$ cat src/pvt_pkg.sv
// shared constants, types and helpers for the panel link
`default_nettype none
package pvt_pkg;
  // system clock
  localparam int CLK_KHZ = 40000;
  // pixel, lane, byte and counter widths
  localparam int PIX_W = 30;
  localparam int HALF_W = 15;
  localparam int BYTE_W = 8;
  localparam int CW = 12;
  localparam int TW = 25;
  localparam int UW = 8;
  // raster, counted in pixel beats and lines
  localparam int H_ACTIVE = 3840;
  localparam int H_BLANK_MIN = 140;
  localparam int H_BLANK_NOM = 160;
  localparam int H_BLANK_MAX = 180;
  localparam int LINE_TOTAL_CLOCKS_MIN = 3980;
  localparam int LINE_TOTAL_CLOCKS_NOM = 4000;
  localparam int LINE_TOTAL_CLOCKS_MAX = 4020;
  localparam int V_ACTIVE = 2160;
  localparam int V_BLANK = 62;
  localparam int VERTICAL_TOTAL_LINES = 2222;
  // real-time figures of the physical link
  localparam int FRAME_RATE_MIN_MHZ = 59700;
  localparam int FRAME_RATE_NOM_MHZ = 60000;
  localparam int FRAME_RATE_MAX_MHZ = 60300;
  localparam int PIXEL_CLOCK_FREQUENCY_KHZ = 533250;
  localparam int MAIN_LANE_BIT_TIME_PS = 185;
  localparam int SKEW_MAX = 20;
  // hot-plug and aux times in ns
  localparam int IRQ_MIN_NS = 500000;
  localparam int IRQ_MAX_NS = 1000000;
  localparam int UNPLUG_NS = 2000000;
  localparam int AUX_UI_MIN_NS = 400;
  localparam int AUX_UI_MAX_NS = 600;
  // power sequence times in ns
  localparam int T1_MIN_NS = 500000;
  localparam int T2_MIN_NS = 10000000;
  localparam int T3_MIN_NS = 15000000;
  localparam int T8_MIN_NS = 200000000;
  localparam int T12_MIN_NS = 500000000;
  // aux register addresses
  localparam logic [BYTE_W-1:0] CAPS_ADDR = 8'h01;
  localparam logic [BYTE_W-1:0] STAT_ADDR = 8'h02;

  // least time, rounded up, never below one cycle
  function automatic int cyc_min(input int ns);
    longint c;
    c = (longint'(ns) * CLK_KHZ + 999999) / 1000000;
    return (c < 1) ? 1 : int'(c);
  endfunction : cyc_min

  // longest time, rounded down, never below one cycle
  function automatic int cyc_max(input int ns);
    longint c;
    c = (longint'(ns) * CLK_KHZ) / 1000000;
    return (c < 1) ? 1 : int'(c);
  endfunction : cyc_max

  // value of a three-stage input once stages two and three agree
  function automatic logic agreed(input logic [2:0] s, input logic old);
    return (s[1] == s[2]) ? s[2] : old;
  endfunction : agreed

  localparam int IRQ_MIN_CYC = cyc_min(IRQ_MIN_NS);
  localparam int IRQ_PULSE_CYC = cyc_min((IRQ_MIN_NS + IRQ_MAX_NS) / 2);
  localparam int UNPLUG_CYC = cyc_min(UNPLUG_NS);
  localparam int AUX_UI_CYC = cyc_min((AUX_UI_MIN_NS + AUX_UI_MAX_NS) / 2);
  localparam int T1_CYC = cyc_min(T1_MIN_NS);
  localparam int T2_CYC = cyc_min(T2_MIN_NS);
  localparam int T3_CYC = cyc_min(T3_MIN_NS);
  localparam int T8_CYC = cyc_min(T8_MIN_NS);
  localparam int T12_CYC = cyc_min(T12_MIN_NS);

  typedef enum logic [3:0] {
    S_OFF = 4'h1,
    S_RISE = 4'h2,
    S_HPDW = 4'h4,
    S_LIVE = 4'h8
  } pvt_pwr_t;

  typedef enum logic [2:0] {
    A_IDLE = 3'h1,
    A_TX = 3'h2,
    A_RX = 3'h4
  } pvt_aux_t;
endpackage : pvt_pkg
`default_nettype wire

$ cat src/pvt_link_if.sv
// wires between the video source end and the panel end
`default_nettype none
interface pvt_link_if;
  logic vcc_en;
  logic hpd;
  logic aux_s2k;
  logic aux_k2s;
  logic valid;
  logic ready;
  logic [pvt_pkg::HALF_W-1:0] lane0;
  logic [pvt_pkg::HALF_W-1:0] lane1;
  logic act;
  logic sol;
  logic sof;
  modport src (output vcc_en, aux_s2k, valid, lane0, lane1, act, sol, sof,
               input hpd, aux_k2s, ready);
  modport snk (input vcc_en, aux_s2k, valid, lane0, lane1, act, sol, sof,
               output hpd, aux_k2s, ready);
endinterface : pvt_link_if
`default_nettype wire

$ cat src/pvt_source.sv
// video source end: power order, raster, hot-plug watch and aux reads
`default_nettype none
// Behaviour
// - exactly 2160 active lines per frame
// - then 62 blanking lines, 2222 total
// - exactly 3840 active pixels per line
// - line blanking 140 to 180, nominal 160
// - line total 3980 to 4020, nominal 4000
// - frame rate 59.7 to 60.3 Hz
// - rate times raster within pixel clock range
// - hot-plug pulse 0.5-1 ms means interrupt
// - hot-plug low 2 ms means unplug
// - interrupt: read link and receiver status
// - plug: read capabilities, then status
// - aux bit period 0.4 to 0.6 us
// - lane skew within 20 bit times
// - source power intervals kept
// - panel power intervals kept
// - supply off: inputs low, never high
// - supply on: interface actively driven
// - backlight on after panel, off before (switched off here in the same cycle as the panel supply)
module pvt_source #(
  parameter int H_BLANK = pvt_pkg::H_BLANK_NOM,
  parameter int LANE_SKEW = 0,
  parameter int T1 = pvt_pkg::T1_CYC,
  parameter int T8 = pvt_pkg::T8_CYC,
  parameter int T12 = pvt_pkg::T12_CYC,
  parameter int IRQ_MIN = pvt_pkg::IRQ_MIN_CYC,
  parameter int UNPLUG = pvt_pkg::UNPLUG_CYC
) (
  input wire logic i_clock,
  input wire logic i_rstn,
  input wire logic i_power_on,
  input wire logic [pvt_pkg::PIX_W-1:0] i_pix_data,
  output logic o_pix_take,
  output logic o_backlight_en,
  output logic o_link_up,
  output logic o_plug,
  output logic o_unplug,
  output logic o_irq_seen,
  output logic o_aux_done,
  output logic [pvt_pkg::BYTE_W-1:0] o_aux_addr,
  output logic [pvt_pkg::BYTE_W-1:0] o_aux_data,
  pvt_link_if.src lnk
);
  import pvt_pkg::*;
  // blanking held inside its legal window
  localparam int HB = (H_BLANK < H_BLANK_MIN) ? H_BLANK_MIN
                    : (H_BLANK > H_BLANK_MAX) ? H_BLANK_MAX : H_BLANK;
  localparam int HT = H_ACTIVE + HB;
  localparam int SK = (LANE_SKEW > SKEW_MAX) ? SKEW_MAX : LANE_SKEW;
  localparam int SKI = (SK == 0) ? 0 : SK - 1;

  typedef struct packed {
    pvt_pwr_t pwr;
    logic [TW-1:0] tmr;
    logic bl;
    logic [2:0] hsy;
    logic hpd;
    logic [TW-1:0] low;
    logic [2:0] asy;
    logic arx;
    logic [CW-1:0] hc;
    logic [CW-1:0] vc;
    logic [SKEW_MAX-1:0][HALF_W-1:0] dly;
    logic bv;
    logic [HALF_W-1:0] l0;
    logic [HALF_W-1:0] l1;
    logic act;
    logic sol;
    logic sof;
    pvt_aux_t aux;
    logic [UW-1:0] ui;
    logic [3:0] nb;
    logic [BYTE_W:0] sh;
    logic need_cap;
    logic need_st;
    logic [BYTE_W-1:0] addr;
    logic [BYTE_W-1:0] dat;
    logic done;
    logic plug;
    logic unplug;
    logic irq;
    logic take;
  } pvt_src_st_t;

  localparam pvt_src_st_t RST = '{pwr: S_OFF, aux: A_IDLE, default: '0};
  pvt_src_st_t st_reg;
  pvt_src_st_t st_next;
  logic [HALF_W-1:0] half0;
  logic [HALF_W-1:0] half1;
  logic in_act;

  ////////////////////////////////////////////////////////////////////////////
  // pins: everything low while the supply is off
  assign lnk.vcc_en = st_reg.pwr != S_OFF;
  assign lnk.valid = st_reg.bv;
  assign lnk.lane0 = st_reg.l0;
  assign lnk.lane1 = st_reg.l1;
  assign lnk.act = st_reg.act;
  assign lnk.sol = st_reg.sol;
  assign lnk.sof = st_reg.sof;
  assign lnk.aux_s2k = lnk.vcc_en
                    && (st_reg.aux != A_TX || st_reg.sh[0]);
  assign o_backlight_en = st_reg.bl;
  assign o_link_up = st_reg.pwr == S_LIVE;
  assign o_plug = st_reg.plug;
  assign o_unplug = st_reg.unplug;
  assign o_irq_seen = st_reg.irq;
  assign o_aux_done = st_reg.done;
  assign o_aux_addr = st_reg.addr;
  assign o_aux_data = st_reg.dat;
  assign o_pix_take = st_next.take;

  // raster position decides active or blank
  assign in_act = st_reg.hc < CW'(H_ACTIVE)
               && st_reg.vc < CW'(V_ACTIVE);
  assign half0 = in_act ? i_pix_data[HALF_W-1:0] : '0;
  assign half1 = in_act ? i_pix_data[PIX_W-1:HALF_W] : '0;

  ////////////////////////////////////////////////////////////////////////////
  // whole next state
  always_comb
  begin
    st_next = st_reg;
    st_next.done = 1'b0;
    st_next.plug = 1'b0;
    st_next.unplug = 1'b0;
    st_next.irq = 1'b0;
    st_next.take = 1'b0;
    st_next.hsy = {st_reg.hsy[1:0], lnk.hpd};
    st_next.hpd = agreed(st_reg.hsy, st_reg.hpd);
    st_next.asy = {st_reg.asy[1:0], lnk.aux_k2s};
    st_next.arx = agreed(st_reg.asy, st_reg.arx);
    if (st_reg.tmr != '0)
      st_next.tmr = st_reg.tmr - 1'b1;

    // hot-plug low time: short pulse is interrupt, long is unplug
    if (st_reg.hpd)
    begin
      if (st_reg.pwr == S_LIVE && st_reg.low >= TW'(IRQ_MIN)
          && st_reg.low < TW'(UNPLUG))
      begin
        st_next.irq = 1'b1;
        st_next.need_st = 1'b1;
      end
      st_next.low = '0;
    end
    else if (st_reg.low != TW'(UNPLUG))
    begin
      st_next.low = st_reg.low + 1'b1;
      if (st_reg.low == TW'(UNPLUG - 1) && st_reg.pwr == S_LIVE)
        st_next.unplug = 1'b1;
    end

    // power order and backlight
    case (st_reg.pwr)
      S_OFF:
        if (i_power_on && st_reg.tmr == '0)
        begin
          st_next.pwr = S_RISE;
          st_next.tmr = TW'(T1);
        end
      S_RISE, S_HPDW:
        if (!i_power_on)
        begin
          st_next.pwr = S_OFF;
          st_next.tmr = TW'(T12);
        end
        else if (st_reg.pwr == S_RISE)
        begin
          if (st_reg.tmr == '0)
            st_next.pwr = S_HPDW;
        end
        else if (st_reg.hpd)
        begin
          st_next.pwr = S_LIVE;
          st_next.tmr = TW'(T8);
          st_next.plug = 1'b1;
          st_next.need_cap = 1'b1;
          st_next.need_st = 1'b1;
        end
      S_LIVE:
        if (!i_power_on)
        begin
          st_next.bl = 1'b0;
          st_next.pwr = S_OFF;
          st_next.tmr = TW'(T12);
        end
        else if (st_next.unplug)
        begin
          st_next.bl = 1'b0;
          st_next.pwr = S_HPDW;
        end
        else if (st_reg.tmr == '0)
          st_next.bl = 1'b1;
      default:
        st_next.pwr = S_OFF;
    endcase

    // raster beats, held until the panel takes them
    if (st_next.pwr == S_LIVE)
    begin
      if (!st_reg.bv || lnk.ready)
      begin
        st_next.bv = 1'b1;
        st_next.act = in_act;
        st_next.take = in_act;
        st_next.sol = st_reg.hc == '0;
        st_next.sof = st_reg.hc == '0 && st_reg.vc == '0;
        st_next.l0 = half0;
        st_next.dly = {st_reg.dly[SKEW_MAX-2:0], half1};
        st_next.l1 = (SK == 0) ? half1 : st_reg.dly[SKI];
        // line of 3840 active then blanking, frame of 2160 then 62
        if (st_reg.hc == CW'(HT - 1))
        begin
          st_next.hc = '0;
          if (st_reg.vc == CW'(VERTICAL_TOTAL_LINES - 1))
            st_next.vc = '0;
          else
            st_next.vc = st_reg.vc + 1'b1;
        end
        else
          st_next.hc = st_reg.hc + 1'b1;
      end
    end
    else
    begin
      // main link parked low, raster restarts at frame top
      st_next.bv = 1'b0;
      st_next.act = 1'b0;
      st_next.sol = 1'b0;
      st_next.sof = 1'b0;
      st_next.l0 = '0;
      st_next.l1 = '0;
      st_next.hc = '0;
      st_next.vc = '0;
    end

    // aux reads: send address byte, then receive one data byte
    case (st_reg.aux)
      A_IDLE:
        if (st_reg.pwr == S_LIVE && (st_reg.need_cap || st_reg.need_st))
        begin
          st_next.addr = st_reg.need_cap ? CAPS_ADDR : STAT_ADDR;
          if (st_reg.need_cap)
            st_next.need_cap = 1'b0;
          else
            st_next.need_st = 1'b0;
          st_next.sh = {st_next.addr, 1'b0};
          st_next.nb = 4'(BYTE_W + 1);
          st_next.ui = UW'(AUX_UI_CYC);
          st_next.aux = A_TX;
        end
      A_TX:
        if (st_reg.ui == UW'(1))
        begin
          st_next.sh = {1'b1, st_reg.sh[BYTE_W:1]};
          st_next.ui = UW'(AUX_UI_CYC);
          st_next.nb = st_reg.nb - 1'b1;
          if (st_reg.nb == 4'h1)
          begin
            st_next.aux = A_RX;
            st_next.nb = '0;
          end
        end
        else
          st_next.ui = st_reg.ui - 1'b1;
      A_RX:
        if (st_reg.nb == '0)
        begin
          if (!st_reg.arx)
          begin
            st_next.ui = UW'(AUX_UI_CYC + AUX_UI_CYC / 2);
            st_next.nb = 4'(BYTE_W);
          end
        end
        else if (st_reg.ui == UW'(1))
        begin
          st_next.sh = {st_reg.arx, st_reg.sh[BYTE_W:1]};
          st_next.ui = UW'(AUX_UI_CYC);
          st_next.nb = st_reg.nb - 1'b1;
          if (st_reg.nb == 4'h1)
          begin
            st_next.dat = st_next.sh[BYTE_W:1];
            st_next.done = 1'b1;
            st_next.aux = A_IDLE;
          end
        end
        else
          st_next.ui = st_reg.ui - 1'b1;
      default:
        st_next.aux = A_IDLE;
    endcase
    if (st_next.pwr != S_LIVE)
    begin
      st_next.aux = A_IDLE;
      st_next.need_cap = 1'b0;
      st_next.need_st = 1'b0;
    end
  end

  // the line and frame counts above give 2222 x 4000 beats per frame;
  // at the real 533.25 MHz pixel rate that is a 60 Hz frame
  always_ff @(posedge i_clock)
  begin
    if (!i_rstn)
      st_reg <= RST;
    else
      st_reg <= st_next;
  end
endmodule : pvt_source
`default_nettype wire

$ cat src/flat_wrapper.sv
// flat-port wrapper written by rule: the top's interface ports become plain ports
module pvt_source_flat import pvt_pkg::*;
#(
  parameter int H_BLANK = pvt_pkg::H_BLANK_NOM,
  parameter int LANE_SKEW = 0,
  parameter int T1 = pvt_pkg::T1_CYC,
  parameter int T8 = pvt_pkg::T8_CYC,
  parameter int T12 = pvt_pkg::T12_CYC,
  parameter int IRQ_MIN = pvt_pkg::IRQ_MIN_CYC,
  parameter int UNPLUG = pvt_pkg::UNPLUG_CYC
)
  (i_clock, i_rstn, i_power_on, i_pix_data, o_pix_take, o_backlight_en, o_link_up, o_plug, o_unplug, o_irq_seen, o_aux_done, o_aux_addr, o_aux_data, lnk_vcc_en, lnk_aux_s2k, lnk_valid, lnk_lane0, lnk_lane1, lnk_act, lnk_sol, lnk_sof, lnk_hpd, lnk_aux_k2s, lnk_ready);
  pvt_link_if lnk_i ();
  input wire logic i_clock;
  input wire logic i_rstn;
  input wire logic i_power_on;
  input wire logic [pvt_pkg::PIX_W-1:0] i_pix_data;
  output logic o_pix_take;
  output logic o_backlight_en;
  output logic o_link_up;
  output logic o_plug;
  output logic o_unplug;
  output logic o_irq_seen;
  output logic o_aux_done;
  output logic [pvt_pkg::BYTE_W-1:0] o_aux_addr;
  output logic [pvt_pkg::BYTE_W-1:0] o_aux_data;
  output wire logic [$bits(lnk_i.vcc_en)-1:0] lnk_vcc_en;
  output wire logic [$bits(lnk_i.aux_s2k)-1:0] lnk_aux_s2k;
  output wire logic [$bits(lnk_i.valid)-1:0] lnk_valid;
  output wire logic [$bits(lnk_i.lane0)-1:0] lnk_lane0;
  output wire logic [$bits(lnk_i.lane1)-1:0] lnk_lane1;
  output wire logic [$bits(lnk_i.act)-1:0] lnk_act;
  output wire logic [$bits(lnk_i.sol)-1:0] lnk_sol;
  output wire logic [$bits(lnk_i.sof)-1:0] lnk_sof;
  input wire logic [$bits(lnk_i.hpd)-1:0] lnk_hpd;
  input wire logic [$bits(lnk_i.aux_k2s)-1:0] lnk_aux_k2s;
  input wire logic [$bits(lnk_i.ready)-1:0] lnk_ready;
  assign lnk_vcc_en = lnk_i.vcc_en;
  assign lnk_aux_s2k = lnk_i.aux_s2k;
  assign lnk_valid = lnk_i.valid;
  assign lnk_lane0 = lnk_i.lane0;
  assign lnk_lane1 = lnk_i.lane1;
  assign lnk_act = lnk_i.act;
  assign lnk_sol = lnk_i.sol;
  assign lnk_sof = lnk_i.sof;
  assign lnk_i.hpd = lnk_hpd;
  assign lnk_i.aux_k2s = lnk_aux_k2s;
  assign lnk_i.ready = lnk_ready;
  pvt_source #(.H_BLANK(H_BLANK), .LANE_SKEW(LANE_SKEW), .T1(T1), .T8(T8), .T12(T12), .IRQ_MIN(IRQ_MIN), .UNPLUG(UNPLUG)) u_core (.i_clock(i_clock), .i_rstn(i_rstn), .i_power_on(i_power_on), .i_pix_data(i_pix_data), .o_pix_take(o_pix_take), .o_backlight_en(o_backlight_en), .o_link_up(o_link_up), .o_plug(o_plug), .o_unplug(o_unplug), .o_irq_seen(o_irq_seen), .o_aux_done(o_aux_done), .o_aux_addr(o_aux_addr), .o_aux_data(o_aux_data), .lnk(lnk_i));
endmodule
$ cat config.mk
export PLATFORM = sky130hd
export DESIGN_NAME = pvt_source_flat
export DESIGN_NICKNAME = d
export VERILOG_FILES = /design/src/pvt_pkg.sv /design/src/pvt_link_if.sv /design/src/pvt_source.sv /design/src/flat_wrapper.sv
export SDC_FILE = /design/constraint.sdc
export NUM_CORES = 1
export LEC_CHECK = 0
export BUFFER_PORTS_ARGS = -buffer_cell sky130_fd_sc_hd__buf_4
export CAP_MARGIN = 20
export CORE_MARGIN = 1
export CORE_UTILIZATION = 55
export DETAILED_ROUTE_END_ITERATION = 8
export PLACE_DENSITY = 0.85
export SETUP_SLACK_MARGIN = 0.1
export SLEW_MARGIN = 40
export SYNTH_ARGS = -nofsm -noshare
export SYNTH_HDL_FRONTEND = slang
export SYNTH_SLANG_ARGS = --single-unit
$ cat constraint.sdc
create_clock -name i_clock -period 5.1 [get_ports i_clock]
set_input_delay 0 -clock i_clock [delete_from_list [all_inputs] [get_ports i_clock]]
set_output_delay 0 -clock i_clock [all_outputs]
set_load 0.03 [all_outputs]
==> results of run 1 <==
area by class of cell:
class | instances | area [µm²] | share of cell area, %
multi-input combinational | 644 | 4010 | 43.6
sequential | 161 | 3220 | 35.1
timing repair buffer | 127 | 1040 | 11.4
clock buffer | 17 | 425 | 4.63
tap | 180 | 225 | 2.45
clock inverter | 15 | 164 | 1.79
inverter | 25 | 95.1 | 1.04
cell usage in the layout (no fill, tap or decap), types with 17 or more instances in the layout:
cell,instances
xnor2_1,21
a21oi_1,49
nor2_1,126
buf_4,91
dlygate4sd3_1,36
a22oi_1,32
o21ai_0,33
dfxtp_1,161
xor2_1,28
nand3_1,28
nand2_1,50
clkbuf_16,17
nor3_1,33
inv_1,23
power by group through the flow:
| stage | clock network [mW] | registers, mW | logic, mW |
|---|---|---|---|
| 6_report | 1.24 | 1.42 | 0.841 |
| 5_1_grt | 1.32 | 1.44 | 0.921 |
| 4_1_cts | 1.26 | 1.42 | 0.825 |
| 3_5_place_dp | 0 | 1.45 | 0.797 |
| 3_3_place_gp | 0 | 1.44 | 0.783 |
| 2_1_floorplan | 0 | 1.42 | 0.670 |
kinds of logic after synthesis:
kind of cell / after synthesis / synth area share, %
DFF: 161 / 41.2
AOI/OAI and AO/OA: 182 / 15.7
and+or+nand+nor: 383 / 25.8
other: 1 / 0.0480
xor gates and xnor gates: 49 / 5.49
muxes: 11 / 1.42
buffers and inverters: 121 / 8.21
adders and majority gates: 13 / 2.08
metal layers:
layer,track usage [%],vias up,routed length (µm)
li1,-,3348,-
met1,33.1,3180,8090
met2,39.7,254,8370
met3,6.48,27,1150
met4,8.10,0,272
met5,0,-,0
worst register-to-register path: cells and delay by family (launching register included):
family,cells,cell delay (ns)
and+or+nand+nor,4,1.81
DFF,1,0.39
adders and majority gates,1,0.18
AOI/OAI and AO/OA,1,0.15
synthesized netlist by cell type, types with 5 or more instances:
cell type | number | area [µm²]
a211oi_1 | 7 | 52.6
a21oi_1 | 49 | 245
a22o_1 | 6 | 52.6
a22oi_1 | 32 | 240
a31oi_1 | 7 | 43.8
and2_1 | 15 | 93.8
and3_1 | 13 | 81.3
buf_2 | 5 | 25.0
buf_4 | 46 | 345
clkbuf_1 | 42 | 158
dfxtp_1 | 161 | 3220
ha_1 | 13 | 163
inv_1 | 23 | 86.3
mux2i_1 | 10 | 100
nand2_1 | 51 | 191
nand2b_1 | 7 | 43.8
nand3_1 | 28 | 140
nand3b_1 | 6 | 45.0
nand4_1 | 16 | 100
nor2_1 | 126 | 473
nor2b_1 | 7 | 43.8
nor3_1 | 34 | 170
nor4_1 | 13 | 81.3
nor4b_1 | 7 | 61.3
o21ai_0 | 33 | 165
o31ai_1 | 6 | 45.0
or2_2 | 7 | 43.8
or3_1 | 13 | 81.3
or4_1 | 11 | 82.6
xnor2_1 | 21 | 184
xor2_1 | 28 | 245
stage by stage:
step	setup slack, ns	cells	util [%]	cell area (µm²)	hold slack (ns)
after floorplan	2.84	926	-	7840	0.127
after CTS	2.51	1169	66.1	9180	0.0771
final	2.50	1169	66.1	9180	0.0835
after global placement	2.64	1101	59.1	8200	0.212
after global routing	2.27	1169	66.1	9180	0.144
after detailed placement	2.55	1101	59.3	8230	0.213
how the worst max path moves through the flow:
stage,startpoint,end,slack (ns)
2_1_floorplan,u_core.st_reg[465],u_core.st_reg[35],2.84
3_3_place_gp,u_core.st_reg[393],u_core.st_reg[386],2.64
3_5_place_dp,u_core.st_reg[393],u_core.st_reg[386],2.55
4_1_cts,u_core.st_reg[439],u_core.st_reg[440],2.51
5_1_grt,u_core.st_reg[393],u_core.st_reg[386],2.27
6_report,u_core.st_reg[393],u_core.st_reg[386],2.50
==> results_dict.tcl, run 1 <==
set metrics [dict create \
    outcome "completed" \
    fmax_mhz 384 \
    synth-edff-count 0 \
    drtPass1Iterations 6 \
    max_slew_margin_pct 49.2 \
    r2r-start "u_core.st_reg[393]" \
    async_flop_share_pct 0 \
    maxCapViolCount 0 \
    peakVddDrop_v 0.000306 \
    critical_path_depth 6 \
    drc_errors 0 \
    fin_crit_ns 2.60 \
    slowest_delay_ns 0.71 \
    finalSetupViolations 0 \
    core_area_mm2 0.0139 \
    overflow 0 \
    grt_pass1_wl_mm 29.5 \
    syn_area_mm2 0.00782 \
    antennaDiodeCount 0 \
    die-height_um 121 \
    grt_max_degree 64 \
    synth_ff_type "dfxtp_1" \
    drt-total-wl_mm 17.9 \
    avgSynthCellArea_um2 8.49 \
    htree_levels 4 \
    insertion_delay_ns 0.43 \
    r2r_end "u_core.st_reg[386]" \
    pwr-share-comb_pct 24.0 \
    seqPwrFrac_pct 40.6 \
    place_hpwl_mm 11.5 \
    clk_pin_slew_ns 0.07 \
    finalHoldViolCount 0 \
    seq_area_frac_synth_pct 41.2 \
    setup_tns_ns 0 \
    largest_reg_flops 108 \
    ctsHoldBuffers 36 \
    vias 6809 \
    drtIter0Drc 562 \
    gp_congestion 0.922 \
    antenna_found_initial 0 \
    io_pins 95 \
    synthesis.instances 921 \
    rsz0062_at_grt "false" \
    slew_violations 0 \
    dieArea_mm2 0.0147 \
    ctsResizeCount 0 \
    min_to "u_core.st_reg[394]" \
    hold_path_class "in2reg" \
    crit_chain "ha_1, nand2_1, nor3_1, nand2_1, or4b_2, a21oi_1" \
    synth-seq-cells 161 \
    crit_type "reg2reg" \
    clock-sinks 161 \
    drive_gt1_share_pct 16.0 \
    worstRegToRegCells 6 \
    clock_skew_ns 0.0107 \
    switching_share_pct 33.4 \
    switchingPower_mw 1.17 \
    crit_arrival_ns 2.96 \
    die_w_um 121 \
    clock_path_buffers 2 \
    hold_depth 4 \
    p_leak_nw 3.56 \
    port_buffers 88 \
    root_buffer "clkbuf_16" \
    power_mw 3.51 \
    ys_types 80 \
    yosys_warnings 0 \
    cp_max_fo 11 \
    viasPerCell 5.82 \
    crit_family "simple AND/OR/NAND/NOR gates" \
    r2r_setup_slack_ns 2.50 \
    grt_usage_pct 25.1 \
    numCtsBuffers 17 \
    initial_utilization_pct 56.3 \
    max_slew.worst_pin.slew_ns 0.756 \
    postRouteAntennaNets 0 \
    cts_tree "done" \
    nFillCells 1054 \
    hp-start "lnk_ready" \
    core.rowCount 43 \
    grt_pass1_vias 6141 \
    p_int_mw 2.34 \
    postCtsSetupBuffers 0 \
    cp-end-kind "register" \
    cp.buffers_inverters 0 \
    crit_slowest_cell "or4b_2" \
    crit_path_frequent_cell "nand2_1" \
    final_nets 1025 \
    critPathLaunchType "register" \
    powerDensity_mw_per_mm2 382 \
    syn_to_final_growth_pct 17.4 \
    fin_crit_sh_pct 51.1 \
    routedWlPerCell_um 15.3 \
    p_clk_share_pct 35.4 \
    required_ns 5.45 \
]
Power figures use the tool's default switching activity.
==> inputs of run 2 (changes only) <==
CORE_UTILIZATION = 53   (was 55)
PLACE_DENSITY = 0.86   (was 0.85)
clock period = 2.3 ns   (was 5.1 ns; I/O delays follow)
==> run 2 against run 1 <==
  * Clock-buffer cell count up 3
  * Wire length increased by 11%
  * Clock skew about the same
  * Largest cell class unchanged
  * Highest routed layer unchanged
  * Clock power is 120% higher
  * Worst hold slack improved by 0.26 ns
  * Setup slack worse by 2.4 ns
==> results_dict.tcl, run 2 (same netlist as run 1, synthesis figures left out) <==
set metrics [dict create \
    outcome "completed" \
    drt-total-wl_mm 19.8 \
    critPathLaunchType "register" \
    numCtsBuffers 17 \
    port_buffers 88 \
    insertion_delay_ns 0.43 \
    required_ns 2.61 \
    antenna_found_initial 0 \
    rsz0062_at_grt "true" \
    drtPass1Iterations 5 \
    peakVddDrop_v 0.000788 \
    crit_chain "or4_4, or4_4, nor3_4, o32a_1, buf_12, a21oi_1" \
    worstRegToRegCells 6 \
    cts_tree "done" \
    final_cell_area_mm2 0.00967 \
    dieArea_mm2 0.0152 \
    crit_family "simple AND/OR/NAND/NOR gates" \
    largest_reg_flops 108 \
    fin_crit_sh_pct 97.3 \
    crit_slowest_cell "or4_4" \
    clock_skew_ns 0.0106 \
    die_w_um 123 \
    hp-start "i_pix_data[14]" \
    initial_utilization_pct 54.0 \
    drive_gt1_share_pct 21.7 \
    power_mw 8.29 \
    max_slew.worst_pin.slew_ns 0.597 \
    powerDensity_mw_per_mm2 857 \
    placed_area_mm2 0.00855 \
    gp_congestion 0.956 \
    fmax_mhz 447 \
    io_pins 95 \
    slowest_delay_ns 0.59 \
    cp_max_fo 10 \
    cp-end-kind "register" \
    routedWlPerCell_um 16.2 \
    finalHoldViolCount 0 \
    p_leak_nw 3.81 \
    setup_tns_ns 0 \
    place_hpwl_mm 12.2 \
    r2r-start "u_core.st_reg[458]" \
    drc_errors 0 \
    core.rowCount 44 \
    place_ws_ns 0.0250 \
    grt_max_degree 35 \
    register_area_mm2 0.00323 \
    grt_pass1_vias 6570 \
    overflow 0 \
    hold_slack_ns 0.347 \
    clk_pin_slew_ns 0.06 \
    crit_path_frequent_cell "or4_4" \
    clock-sinks 161 \
    layout_commonest_cell "dfxtp_1" \
    max_slew_margin_pct 59.9 \
    slew_violations 0 \
    maxCapViolCount 0 \
    hold_path_class "in2reg" \
    crit_arrival_ns 2.55 \
    antennaDiodeCount 0 \
    vias 7177 \
    final.setup.worst_slack_ns 0.0628 \
    finalSetupViolations 0 \
    r2r_end "u_core.st_reg[454]" \
    die-height_um 123 \
    htree_levels 4 \
    drtIter0Drc 659 \
    crit_type "reg2reg" \
    final_nets 1075 \
    min_to "u_core.lnk.lane0[14]" \
    syn_to_final_growth_pct 23.7 \
    hold_depth 4 \
    nFillCells 1096 \
    grt_usage_pct 25.7 \
    root_buffer "clkbuf_16" \
    mostFrequentLayoutCells "dfxtp_1, buf_4, nor2_1" \
    grt_pass1_wl_mm 30.7 \
    multi_input_area_mm2 0.00409 \
    core_area_mm2 0.0145 \
    clock_path_buffers 2 \
    fin_crit_ns 2.24 \
    cp.buffers_inverters 1 \
    r2r_setup_slack_ns 0.06 \
    viasPerCell 5.87 \
    postRouteAntennaNets 0 \
]
==> run 2: changes by cell type in the layout (fill, tap and decap cells not counted), sizes merged, moves of 3 or more <==
cell / before / now
buf: 91 / 140
inv: 32 / 26
clkbuf: 17 / 20
clkinvlp: 2 / 5
==> run 2: metrics by stage <==
step	util [%]	instances
3_3_place_gp	59.1	1145
2_1_floorplan	-	926
6_report	66.8	1223
5_1_grt	66.8	1223
3_5_place_dp	59.1	1145
4_1_cts	65.9	1217
==> run 2: layout make-up <==
cell class | count | area share, %
Clock inverter | 12 | 1.13
Tap cell | 184 | 2.38
Sequential cell | 161 | 33.4
Clock buffer | 20 | 4.62
Timing Repair Buffer | 177 | 15.2
Inverter | 25 | 1.02
Multi-Input combinational cell | 644 | 42.3
==> run 2: power breakdown <==
part | leakage [nW] | total, mW | internal [mW] | switching (mW)
registers | 1.30 | 3.16 | 2.97 | 0.196
clock network | 0.259 | 2.69 | 1.52 | 1.17
logic | 2.25 | 2.44 | 1.07 | 1.37
==> run 2: worst max-delay path by stage <==
stage / cells past startpoint / end / startpoint / slack, ns
floorplan: 7 / u_core.st_reg[35] / u_core.st_reg[465] / 0.08
global placement: 6 / u_core.st_reg[454] / u_core.st_reg[463] / 0.07
detailed placement: 6 / u_core.st_reg[454] / u_core.st_reg[463] / 0.03
CTS: 6 / o_pix_take / u_core.st_reg[391] / 0.10
global route: 6 / u_core.st_reg[454] / u_core.st_reg[458] / 0.01
finish: 6 / u_core.st_reg[454] / u_core.st_reg[458] / 0.06
==> run 2: tightest hold or removal path, delay by kind of cell <==
family	cells	cell delay [ns]
AO/OA/AOI/OAI	1	0.05
buffers and inverters	2	0.62
AND/OR/NAND/NOR	1	0.07
==> run 2: per-layer routing <==
metal	share of wire (%)	track usage (%)	wire, µm
met1	42	29.7	8290
met2	49	43.0	9710
met3	6.6	8.35	1310
met4	2.7	11.7	544
met5	0	0	0
==> run 2: repair_timing <==
item | in CTS | in global routing
setup buffers | 3 | 6
hold buffers | 37 | 0
pin swaps | 4 | 6
gates resized for setup | 7 | 24
endpoints found under the setup margin | 17 | 43
hold endpoints to repair | 47 | 0
